--- config.mk ---
export PLATFORM = sky130hd
export DESIGN_NAME = cas_cfg_port
export DESIGN_NICKNAME = d
export VERILOG_FILES = /design/src/cas_pkg.sv /design/src/cas_tbl_mem.sv /design/src/cas_cfg_port.sv
export VERILOG_INCLUDE_DIRS = /design/src
export SDC_FILE = /design/constraint.sdc
export NUM_CORES = 2
export LEC_CHECK = 0
export ABC_AREA = 1
export BUFFER_PORTS_ARGS = -buffer_cell sky130_fd_sc_hd__buf_4
export CAP_MARGIN = 30
export CORE_UTILIZATION = 30
export CTS_CLUSTER_DIAMETER = 40
export CTS_CLUSTER_SIZE = 8
export DETAILED_ROUTE_END_ITERATION = 8
export PLACE_DENSITY_LB_ADDON = 0.25
export SETUP_SLACK_MARGIN = 0.02
export SYNTH_ARGS = -nofsm -noshare
export SYNTH_HDL_FRONTEND = slang
export SYNTH_SLANG_ARGS = --single-unit
--- constraint.sdc ---
create_clock -name core_clk -period 9.15 [get_ports core_clk]
set_input_delay 0.915 -clock core_clk [delete_from_list [all_inputs] [get_ports core_clk]]
set_output_delay 0.915 -clock core_clk [all_outputs]
set_load 0.005 [all_outputs]
--- src/cas_defines.svh ---
// Purpose: constants of the configuration access port with shadow accumulators
// Assumes: 32-bit configuration data, 8-bit word address, one core clock
// Notes: offsets are word addresses on the configuration port
//
// How it works
// requester never raises read and write together
// shadow kind only for data wider than bus
// every write answered write_good or fail
// every read answered read_good with data, or fail
// one reply per request, none when unmapped
// reply latency varies; wait for the reply
// table request waits while core holds memory
// requester holds txn_tag at zero
// requester waits for reply before next request
// register accesses never stall; tables may block
// each wide bank has its own accumulator
// shadow access uses the same address
// plain wide read loads whole accumulator
// shadow reads return accumulator slices only
// shadow writes load; plain write merges, commits
// core updates during accumulation get overwritten
// requester reads then writes wide data closely
// wide entries step by a power of two
// requester walks wide data in ascending order
// bridge maps kind to address bit, keeps order
// debug write input held zero in normal use
// tick source registers pick debug input use
// access kind bit: zero plain, one shadow
`ifndef CAS_DEFINES_SVH
`define CAS_DEFINES_SVH

`define CAS_DW         32
`define CAS_AW         8
`define CAS_TAG_W      1
// narrow registers
`define CAS_REG_CTRL   8'h00
`define CAS_REG_STAT   8'h01
`define CAS_REG_CDIV   8'h02
`define CAS_REG_TDIV   8'h03
`define CAS_NARROW_END 8'h04
// 48-bit wide register, two words, step of two
`define CAS_REG_WIDE   8'h04
`define CAS_WIDE_W     48
// 65-bit table, three words used of a stride of four
`define CAS_TBL_BASE   8'h40
`define CAS_TBL_W      65
`define CAS_TBL_STRIDE 4
`define CAS_TBL_UNUSED 2'h3
`define CAS_TBL_DEPTH  8
// field positions and reset values
`define CAS_CTRL_CSEL  0
`define CAS_CTRL_TSEL  1
`define CAS_STAT_PEND  16
`define CAS_CDIV_RST   16'h007c
`define CAS_TDIV_RST   16'h0007
`define CAS_DIV_W      16

`endif

--- src/cas_pkg.sv ---
// Purpose: types of the configuration access port
// Assumes: cas_defines.svh provides the widths
// Notes: request and reply travel as packed structs
`include "cas_defines.svh"

package cas_pkg;

	// table access sequencer, one-hot
	typedef enum logic [3:0]
	{
		CAS_IDLE = 4'b0001,
		CAS_TRD  = 4'b0010,
		CAS_TRDW = 4'b0100,
		CAS_TWR  = 4'b1000
	} cas_state_t;

	typedef struct packed
	{
		logic                  rd;
		logic                  wr;
		logic                  shadow;
		logic [`CAS_TAG_W-1:0] txn_tag;
		logic [`CAS_AW-1:0]    addr;
		logic [`CAS_DW-1:0]    wdata;
	} cas_req_t;

	typedef struct packed
	{
		logic               write_good;
		logic               read_good;
		logic               fail;
		logic [`CAS_DW-1:0] rdata;
	} cas_rsp_t;

	typedef struct packed
	{
		cas_state_t                     state;
		cas_rsp_t                       rsp;
		logic [`CAS_TBL_W-1:0]          acc_tbl;
		logic [`CAS_WIDE_W-1:0]         acc_wide;
		logic [`CAS_WIDE_W-1:0]         wide;
		logic [`CAS_AW-1:0]             pend_idx;
		logic [1:0]                     pend_word;
		logic [`CAS_DW-1:0]             pend_wdata;
		logic [1:0]                     sel;
		logic [1:0][`CAS_DIV_W-1:0]     div;
		logic [1:0][`CAS_DIV_W-1:0]     cnt;
		logic [1:0]                     tick;
		logic [15:0]                    core_ticks;
		logic [1:0]                     dbg_s1;
		logic [1:0]                     dbg_s2;
		logic [1:0]                     dbg_q;
	} cas_st_t;

endpackage

--- src/cas_tbl_mem.sv ---
// Purpose: table storage with one write and one registered read port
// Assumes: single clock, read data one cycle after the read enable
// Notes: read data hold until the next read
`timescale 1ns/100ps

module cas_tbl_mem
#(
	parameter int W     = 65,
	parameter int DEPTH = 8,
	parameter int AW    = 3
)
(
	// clock
	input  wire logic          clk,
	// write port
	input  wire logic          we,
	input  wire logic [AW-1:0] waddr,
	input  wire logic [W-1:0]  wdata,
	// read port
	input  wire logic          re,
	input  wire logic [AW-1:0] raddr,
	output logic      [W-1:0]  rdata
);

	logic [W-1:0] mem [DEPTH];

	// storage and registered read
	always_ff @(posedge clk)
	begin
		if (we)
			mem[waddr] <= wdata;
		if (re)
			rdata <= mem[raddr];
	end

endmodule

--- src/cas_cfg_port.sv ---
// Purpose: configuration access port with shadow accumulators and tick dividers
// Assumes: requester on core_clk, waits for each reply, txn_tag held low
// Notes: narrow and wide registers answer next cycle; table plain accesses wait for the memory
//
// The implementer's own choices: the address map and strobed register access.
`timescale 1ns/100ps
`include "cas_defines.svh"

module cas_cfg_port
	import cas_pkg::*;
#(
	parameter int TBL_DEPTH = `CAS_TBL_DEPTH,
	parameter int IDX_W     = $clog2(`CAS_TBL_DEPTH)
)
(
	// clock and reset
	input  wire logic                 core_clk,
	input  wire logic                 rst_n,
	// configuration requests and replies
	input  wire cas_req_t             cfg_req,
	output cas_rsp_t                  cfg_rsp,
	// debug write pins
	input  wire logic [1:0]           debug_write_data,
	// core side of the table, has priority
	input  wire logic                 core_tbl_req,
	input  wire logic                 core_tbl_we,
	input  wire logic [IDX_W-1:0]     core_tbl_idx,
	input  wire logic [`CAS_TBL_W-1:0] core_tbl_wdata,
	output logic      [`CAS_TBL_W-1:0] core_tbl_rdata,
	// tick outputs
	output logic                      core_tick,
	output logic                      timing_tick
);

	localparam int PADW = 3 * `CAS_DW;

	localparam cas_st_t ST_RST = '{
		state:   CAS_IDLE,
		rsp:     '0,
		div:     {`CAS_TDIV_RST, `CAS_CDIV_RST},
		default: '0
	};

	cas_st_t                  st_r;
	cas_st_t                  st_nxt;
	logic                     req_v;
	logic                     narrow_hit;
	logic                     wide_hit;
	logic                     tbl_hit;
	logic [`CAS_AW-1:0]       tbl_off;
	logic                     mem_we;
	logic                     mem_re;
	logic                     cfg_wr_go;
	logic                     cfg_rd_go;
	logic [IDX_W-1:0]         mem_waddr;
	logic [IDX_W-1:0]         mem_raddr;
	logic [`CAS_TBL_W-1:0]    mem_wdata;
	logic [`CAS_TBL_W-1:0]    mem_rdata;
	logic [`CAS_TBL_W-1:0]    tbl_merge;
	logic [PADW-1:0]          tbl_pend_pad;
	logic [PADW-1:0]          tbl_req_pad;
	logic [PADW-1:0]          wide_req_pad;

	// one bus-width slice out of a padded wide word
	function automatic logic [`CAS_DW-1:0] slice(input logic [PADW-1:0] d, input logic [1:0] w);
		slice = d[w*`CAS_DW +: `CAS_DW];
	endfunction

	// replace one slice of a padded wide word
	function automatic logic [PADW-1:0] merge(input logic [PADW-1:0] d, input logic [1:0] w,
		input logic [`CAS_DW-1:0] v);
		logic [PADW-1:0] t;
		t = d;
		t[w*`CAS_DW +: `CAS_DW] = v;
		merge = t;
	endfunction

	// address decode; wide entries step by powers of two
	assign req_v      = cfg_req.rd | cfg_req.wr;
	assign narrow_hit = cfg_req.addr < `CAS_NARROW_END;
	assign wide_hit   = cfg_req.addr[`CAS_AW-1:1] == `CAS_REG_WIDE >> 1;
	assign tbl_off    = cfg_req.addr - `CAS_TBL_BASE;
	assign tbl_hit    = (cfg_req.addr >= `CAS_TBL_BASE)
		&& (32'(tbl_off) < TBL_DEPTH * `CAS_TBL_STRIDE)
		&& (cfg_req.addr[1:0] != `CAS_TBL_UNUSED);

	// the requested slice merged into each accumulator
	assign tbl_req_pad  = merge({31'h0, st_r.acc_tbl}, cfg_req.addr[1:0], cfg_req.wdata);
	assign wide_req_pad = merge({48'h0, st_r.acc_wide}, {1'b0, cfg_req.addr[0]}, cfg_req.wdata);

	// table port: the core always wins, the configuration side waits
	assign cfg_wr_go = (st_r.state == CAS_TWR) && !core_tbl_req;
	assign cfg_rd_go = (st_r.state == CAS_TRD) && !core_tbl_req;
	assign tbl_pend_pad = merge({{(PADW-`CAS_TBL_W){1'b0}}, st_r.acc_tbl}, st_r.pend_word, st_r.pend_wdata);
	assign tbl_merge    = tbl_pend_pad[`CAS_TBL_W-1:0];
	assign mem_we    = core_tbl_req ? core_tbl_we : cfg_wr_go;
	assign mem_re    = core_tbl_req ? !core_tbl_we : cfg_rd_go;
	assign mem_waddr = core_tbl_req ? core_tbl_idx : st_r.pend_idx[IDX_W-1:0];
	assign mem_raddr = mem_waddr;
	assign mem_wdata = core_tbl_req ? core_tbl_wdata : tbl_merge;

	cas_tbl_mem
	#(
		.W     (`CAS_TBL_W),
		.DEPTH (TBL_DEPTH),
		.AW    (IDX_W)
	)
	u_mem
	(
		.clk   (core_clk),
		.we    (mem_we),
		.waddr (mem_waddr),
		.wdata (mem_wdata),
		.re    (mem_re),
		.raddr (mem_raddr),
		.rdata (mem_rdata)
	);

	// next state of the whole block
	always_comb
	begin
		st_nxt = st_r;
		st_nxt.rsp = '0;
		// debug pins pass two flops before use
		st_nxt.dbg_s1 = debug_write_data;
		st_nxt.dbg_s2 = st_r.dbg_s1;
		st_nxt.dbg_q  = st_r.dbg_s2;
		// tick dividers: own count or debug edge
		for (int i = 0; i < 2; i++)
		begin
			st_nxt.tick[i] = 1'b0;
			if (st_r.sel[i])
				st_nxt.tick[i] = st_r.dbg_s2[i] & ~st_r.dbg_q[i];
			else if (st_r.cnt[i] >= st_r.div[i])
			begin
				st_nxt.cnt[i]  = '0;
				st_nxt.tick[i] = 1'b1;
			end
			else
				st_nxt.cnt[i] = st_r.cnt[i] + 16'h0001;
		end
		if (st_r.tick[0])
			st_nxt.core_ticks = st_r.core_ticks + 16'h0001;
		// the core advances the wide timestamp on each timing tick
		if (st_r.tick[1])
			st_nxt.wide = st_r.wide + 48'h000000000001;
		// requests; registers answer next cycle in any state but CAS_TRDW or a CAS_TWR commit
		if (req_v)
		begin
			if (narrow_hit)
			begin
				if (cfg_req.shadow)
					st_nxt.rsp.fail = 1'b1;
				else if (cfg_req.wr)
				begin
					st_nxt.rsp.write_good = 1'b1;
					unique case (cfg_req.addr)
						`CAS_REG_CTRL:
							st_nxt.sel = cfg_req.wdata[`CAS_CTRL_TSEL:`CAS_CTRL_CSEL];
						`CAS_REG_CDIV:
							st_nxt.div[0] = cfg_req.wdata[`CAS_DIV_W-1:0];
						`CAS_REG_TDIV:
							st_nxt.div[1] = cfg_req.wdata[`CAS_DIV_W-1:0];
						default:
						begin
							st_nxt.rsp.write_good = 1'b0;
							st_nxt.rsp.fail       = 1'b1;
						end
					endcase
				end
				else
				begin
					st_nxt.rsp.read_good = 1'b1;
					unique case (cfg_req.addr)
						`CAS_REG_CTRL:
							st_nxt.rsp.rdata = {30'h0, st_r.sel};
						`CAS_REG_STAT:
							st_nxt.rsp.rdata = {15'h0, st_r.state != CAS_IDLE, st_r.core_ticks};
						`CAS_REG_CDIV:
							st_nxt.rsp.rdata = {16'h0, st_r.div[0]};
						default:
							st_nxt.rsp.rdata = {16'h0, st_r.div[1]};
					endcase
				end
			end
			else if (wide_hit)
			begin
				if (cfg_req.rd)
				begin
					st_nxt.rsp.read_good = 1'b1;
					if (cfg_req.shadow)
						st_nxt.rsp.rdata = slice({48'h0, st_r.acc_wide}, {1'b0, cfg_req.addr[0]});
					else
					begin
						st_nxt.acc_wide  = st_r.wide;
						st_nxt.rsp.rdata = slice({48'h0, st_r.wide}, {1'b0, cfg_req.addr[0]});
					end
				end
				else
				begin
					st_nxt.rsp.write_good = 1'b1;
					st_nxt.acc_wide = wide_req_pad[`CAS_WIDE_W-1:0];
					if (!cfg_req.shadow)
						st_nxt.wide = st_nxt.acc_wide;
				end
			end
			else if (tbl_hit && st_r.state == CAS_IDLE)
			begin
				if (cfg_req.shadow && cfg_req.rd)
				begin
					st_nxt.rsp.read_good = 1'b1;
					st_nxt.rsp.rdata = slice({31'h0, st_r.acc_tbl}, cfg_req.addr[1:0]);
				end
				else if (cfg_req.shadow)
				begin
					st_nxt.rsp.write_good = 1'b1;
					st_nxt.acc_tbl = tbl_req_pad[`CAS_TBL_W-1:0];
				end
				else
				begin
					st_nxt.pend_idx   = tbl_off >> 2;
					st_nxt.pend_word  = cfg_req.addr[1:0];
					st_nxt.pend_wdata = cfg_req.wdata;
					st_nxt.state      = cfg_req.wr ? CAS_TWR : CAS_TRD;
				end
			end
			// unmapped or overlapped table requests produce no reply
		end
		// table sequencer; its reply wins over a colliding register reply
		unique case (st_r.state)
			CAS_IDLE:
				;
			CAS_TRD:
				if (cfg_rd_go)
					st_nxt.state = CAS_TRDW;
			CAS_TRDW:
			begin
				st_nxt.acc_tbl = mem_rdata;
				st_nxt.rsp     = '{write_good: 1'b0, read_good: 1'b1, fail: 1'b0,
					rdata: slice({31'h0, mem_rdata}, st_r.pend_word)};
				st_nxt.state   = CAS_IDLE;
			end
			CAS_TWR:
				if (cfg_wr_go)
				begin
					st_nxt.acc_tbl = tbl_merge;
					st_nxt.rsp     = '{write_good: 1'b1, read_good: 1'b0, fail: 1'b0,
						rdata: '0};
					st_nxt.state   = CAS_IDLE;
				end
		endcase
	end

	// state register
	always_ff @(posedge core_clk)
	begin
		if (!rst_n)
			st_r <= ST_RST;
		else
			st_r <= st_nxt;
	end

	assign cfg_rsp        = st_r.rsp;
	assign core_tick      = st_r.tick[0];
	assign timing_tick    = st_r.tick[1];
	assign core_tbl_rdata = mem_rdata;
endmodule

==> impl_metrics.py <==
metrics = {
    "run_status": {
        "status": "finished clean",
    },
    "min_path": {
        "hp-class": "input pin to flop",
        "min-delay-start": "debug_write_data[1]",
    },
    "cts": {
        "clkSinkCount": 912,
        "cts_tree": "yes",
        "cts-root-buf": "clkbuf_16",
        "htree_levels": 4,
        "cts_buffers": 162,
        "cts_resized": 0,
        "insertion_delay_ps": 780,
        "post_cts_buffers": 0,
        "clock_path_buffers": 3,
        "path_clk_slew_ps": 50,
        "hold_buffers": 0,
    },
    "global_route": {
        "antenna_found_initial": 6,
        "grt_first_pass_wirelength_um": 223000,
        "grt_start_max_net_pins": 71,
        "overflow": 0,
        "grt_usage_pct": 21.7,
        "first_global_vias": 31600,
    },
    "critical_path": {
        "path_class": "input pin to flop",
        "r2r_start": "st_r[122]$_SDFFE_PN0P_",
        "worstPathRequired_ps": 9740,
        "cp.arrival_ps": 4890,
        "r2r_cells": 8,
        "cp-startpoint": "cfg_req[32]",
        "path_max_fanout": 67,
        "endpoint": "cfg_rsp[32]$_SDFF_PN0_",
        "r2r-end": "u_mem.mem[5][34]$_DFFE_PP_",
        "endpoint_kind": "flop",
        "r2r_setup_slack_ps": 5530,
        "startpoint_type": "input pin",
    },
    "yosys": {
        "synth_fp_nets": 4665,
        "yosysUniqueCellTypes": 51,
        "synth_area_leader_cell": "edfxtp_1",
        "synth_area_um2": 41500,
        "synth.area.top_cells": "edfxtp_1 (42%), dfxtp_1 (16%), nand2_1 (10%), o21ai_0 (4.7%), a21oi_1 (3.3%)",
        "netlist.area_leader.share_pct": 42.3,
        "async_flop_share_pct": 0,
        "netlist_instances": 4502,
        "synth_edf_count": 585,
        "yosysSeqAreaShare_pct": 58.1,
        "synthFlopType": "edfxtp_1",
        "yosysWarnings": 0,
        "yosys_register_bits": 912,
        "synth.avg_cell_area_um2": 9.23,
    },
    "final_layout": {
        "syn_to_final_growth_pct": 19.8,
        "fin_nets": 4803,
        "utilization_pct": 36.2,
        "nFillCells": 13900,
        "design_area_um2": 49800,
        "drive_above_1_share_pct": 12.3,
    },
    "floorplan": {
        "initial_core_util_pct": 30.2,
        "std_cell_rows": 136,
        "fp.dieW_um": 374,
        "die-area_um2": 140000,
        "io_pins": 220,
        "coreArea_um2": 137000,
        "die_y_um": 374,
    },
    "place": {
        "hpwl_um": 103000,
        "io_buffers": 218,
        "place.gp.congestion": 0.891,
        "placed_cell_area_um2": 44700,
    },
    "pwr": {
        "p_leak_uw": 0.0185,
        "peakVddDrop_mv": 0.151,
        "p_per_area_nw_per_um2": 215,
    },
    "timing": {
        "hold_viol": 0,
        "post-route-period-util_pct": 47.1,
        "holdWs_ps": 340,
        "tightestPinTransition_ps": 1030,
        "drv_slew": 0,
        "tns_ps": 0,
        "fmax_mhz": 232,
        "setup_violations": 0,
        "rsz0062_at_grt": "false",
        "relSlewSlack_pct": 31.5,
        "layout_min_cycle_time_ps": 4310,
        "clock_skew_ps": 48.3,
    },
    "drt": {
        "num_vias": 34300,
        "firstDrtPassIters": 6,
        "wl_per_cell_um": 24.0,
        "ant_nets": 0,
        "wl_um": 157000,
        "drc": 0,
        "post_drt_via_cell_ratio": 5.24,
        "drt_iter0_drc": 4017,
    },
    "flow_run": {
        "cap_violations": 0,
    },
}
## cell type report
type	count	area, um^2	area share, %
Sequential cell	912	24100	48.5
Multi-Input combinational cell	2906	14700	29.6
Clock buffer	209	4380	8.81
Tap cell	1794	2240	4.51
Timing Repair Buffer	275	2110	4.24
Inverter	383	1440	2.90
Clock inverter	55	702	1.41
Antenna cell	3	7.51	0.0151
## Yosys cell counts (2+ instances only)
cell type  count
buf_6          2
nor4_1         4
buf_2         61
dfxtp_1      327
o21bai_1      11
nand4_1       93
a21o_1         3
o22ai_1       50
a211oi_1       5
o21ai_0      394
o21ai_1       17
a221oi_1      97
nand2_1     1130
and3_1         2
o21a_1         4
ha_1          45
mux2i_1       21
edfxtp_1     585
nor3_4         2
clkbuf_1     167
a31oi_1        4
inv_1        353
buf_4         37
nor3_2         3
clkinv_1       5
nor2_2        13
nor3_1        31
nand2_2        6
buf_1         34
nand3b_1      12
a22oi_1       95
nor2_4         4
a21oi_1      274
o2111ai_1      9
nand3_1      237
nand3_2        3
xor2_1        40
inv_2         24
o211ai_1      40
or2_2          6
xnor2_1       10
nor2_1       233
## cell usage in the layout (no fill, tap or decap), types with 8 or more instances in the layout
cell	count
o21bai_1	11
nand2_2	8
o211ai_1	40
nor3_1	29
o2111ai_1	9
o22ai_1	50
inv_1	348
nand2_1	1128
a22oi_1	95
mux2i_1	21
inv_2	26
clkinv_1	16
a221oi_1	97
o21ai_1	17
edfxtp_1	585
nand4_1	93
nor2_4	14
a21oi_1	274
clkinv_2	16
ha_1	42
clkbuf_8	9
clkbuf_1	35
xnor2_1	10
o21ai_0	393
buf_4	272
xor2_1	40
clkbuf_16	165
nor2_2	11
dfxtp_1	326
nand3_1	236
nor2_1	225
nand3b_1	12
## registers in the layout, indices dropped and copies added, names as in the netlist
register,flops
u_mem.rdata,65
cfg_rsp,35
st_nxt,4
st_r,286
core_tick,1
timing_tick,1
u_mem.mem,520
## metal layers
| layer | global-route usage [%] | part of all wire (%) |
|---|---|---|
| met2 | 33.3 | 44 |
| met3 | 4.16 | 8.2 |
| met4 | 6.89 | 2.9 |
| met1 | 30.7 | 45 |
| met5 | 0 | 0.016 |
## stage by stage
step                total power, uW  std cells  worst slack (ps)
floorplan                      4860       4502               706
global placement               5160       6267              4170
detailed placement             5170       6270              4190
CTS                           10800       6534              4990
global route                  11000       6534              4690
finish                        10700       6537              4840
## report_power, final
part           leakage [uW]  switching, uW  internal [uW]  total, uW
Combinational       0.00804            412            157        569
Sequential          0.00803           65.6           4460       4530
Clock               0.00245           2060           3560       5620
## cell families after synthesis
group | count (synthesis) | share of synthesized area (%)
AOI/OAI and AO/OA | 1007 | 14.2
xor gates and xnor gates | 50 | 1.05
adders and majority gates | 45 | 1.36
buffers and inverters | 684 | 6.74
DFF | 912 | 58.1
muxes | 21 | 0.506
and+or+nand+nor | 1783 | 18.0
## worst min-delay path by stage
stage	endpoint	depth (start not counted)
floorplan	st_nxt[0]$_SDFF_PN0_	2
global placement	st_nxt[0]$_SDFF_PN0_	2
detailed placement	st_nxt[0]$_SDFF_PN0_	2
CTS	st_nxt[3]$_SDFF_PN0_	3
global route	st_nxt[3]$_SDFF_PN0_	3
finish	st_nxt[3]$_SDFF_PN0_	3
## worst max-delay path, stage by stage
cell      delay [ps]
buf_4            490
clkinv_2         830
buf_4            650
ha_1             420
nand2_1          490
nand2_1          180
a21oi_1          200
nor2_1            60
nor4_1           590
Note: power is estimated with default switching activity, not from simulation.
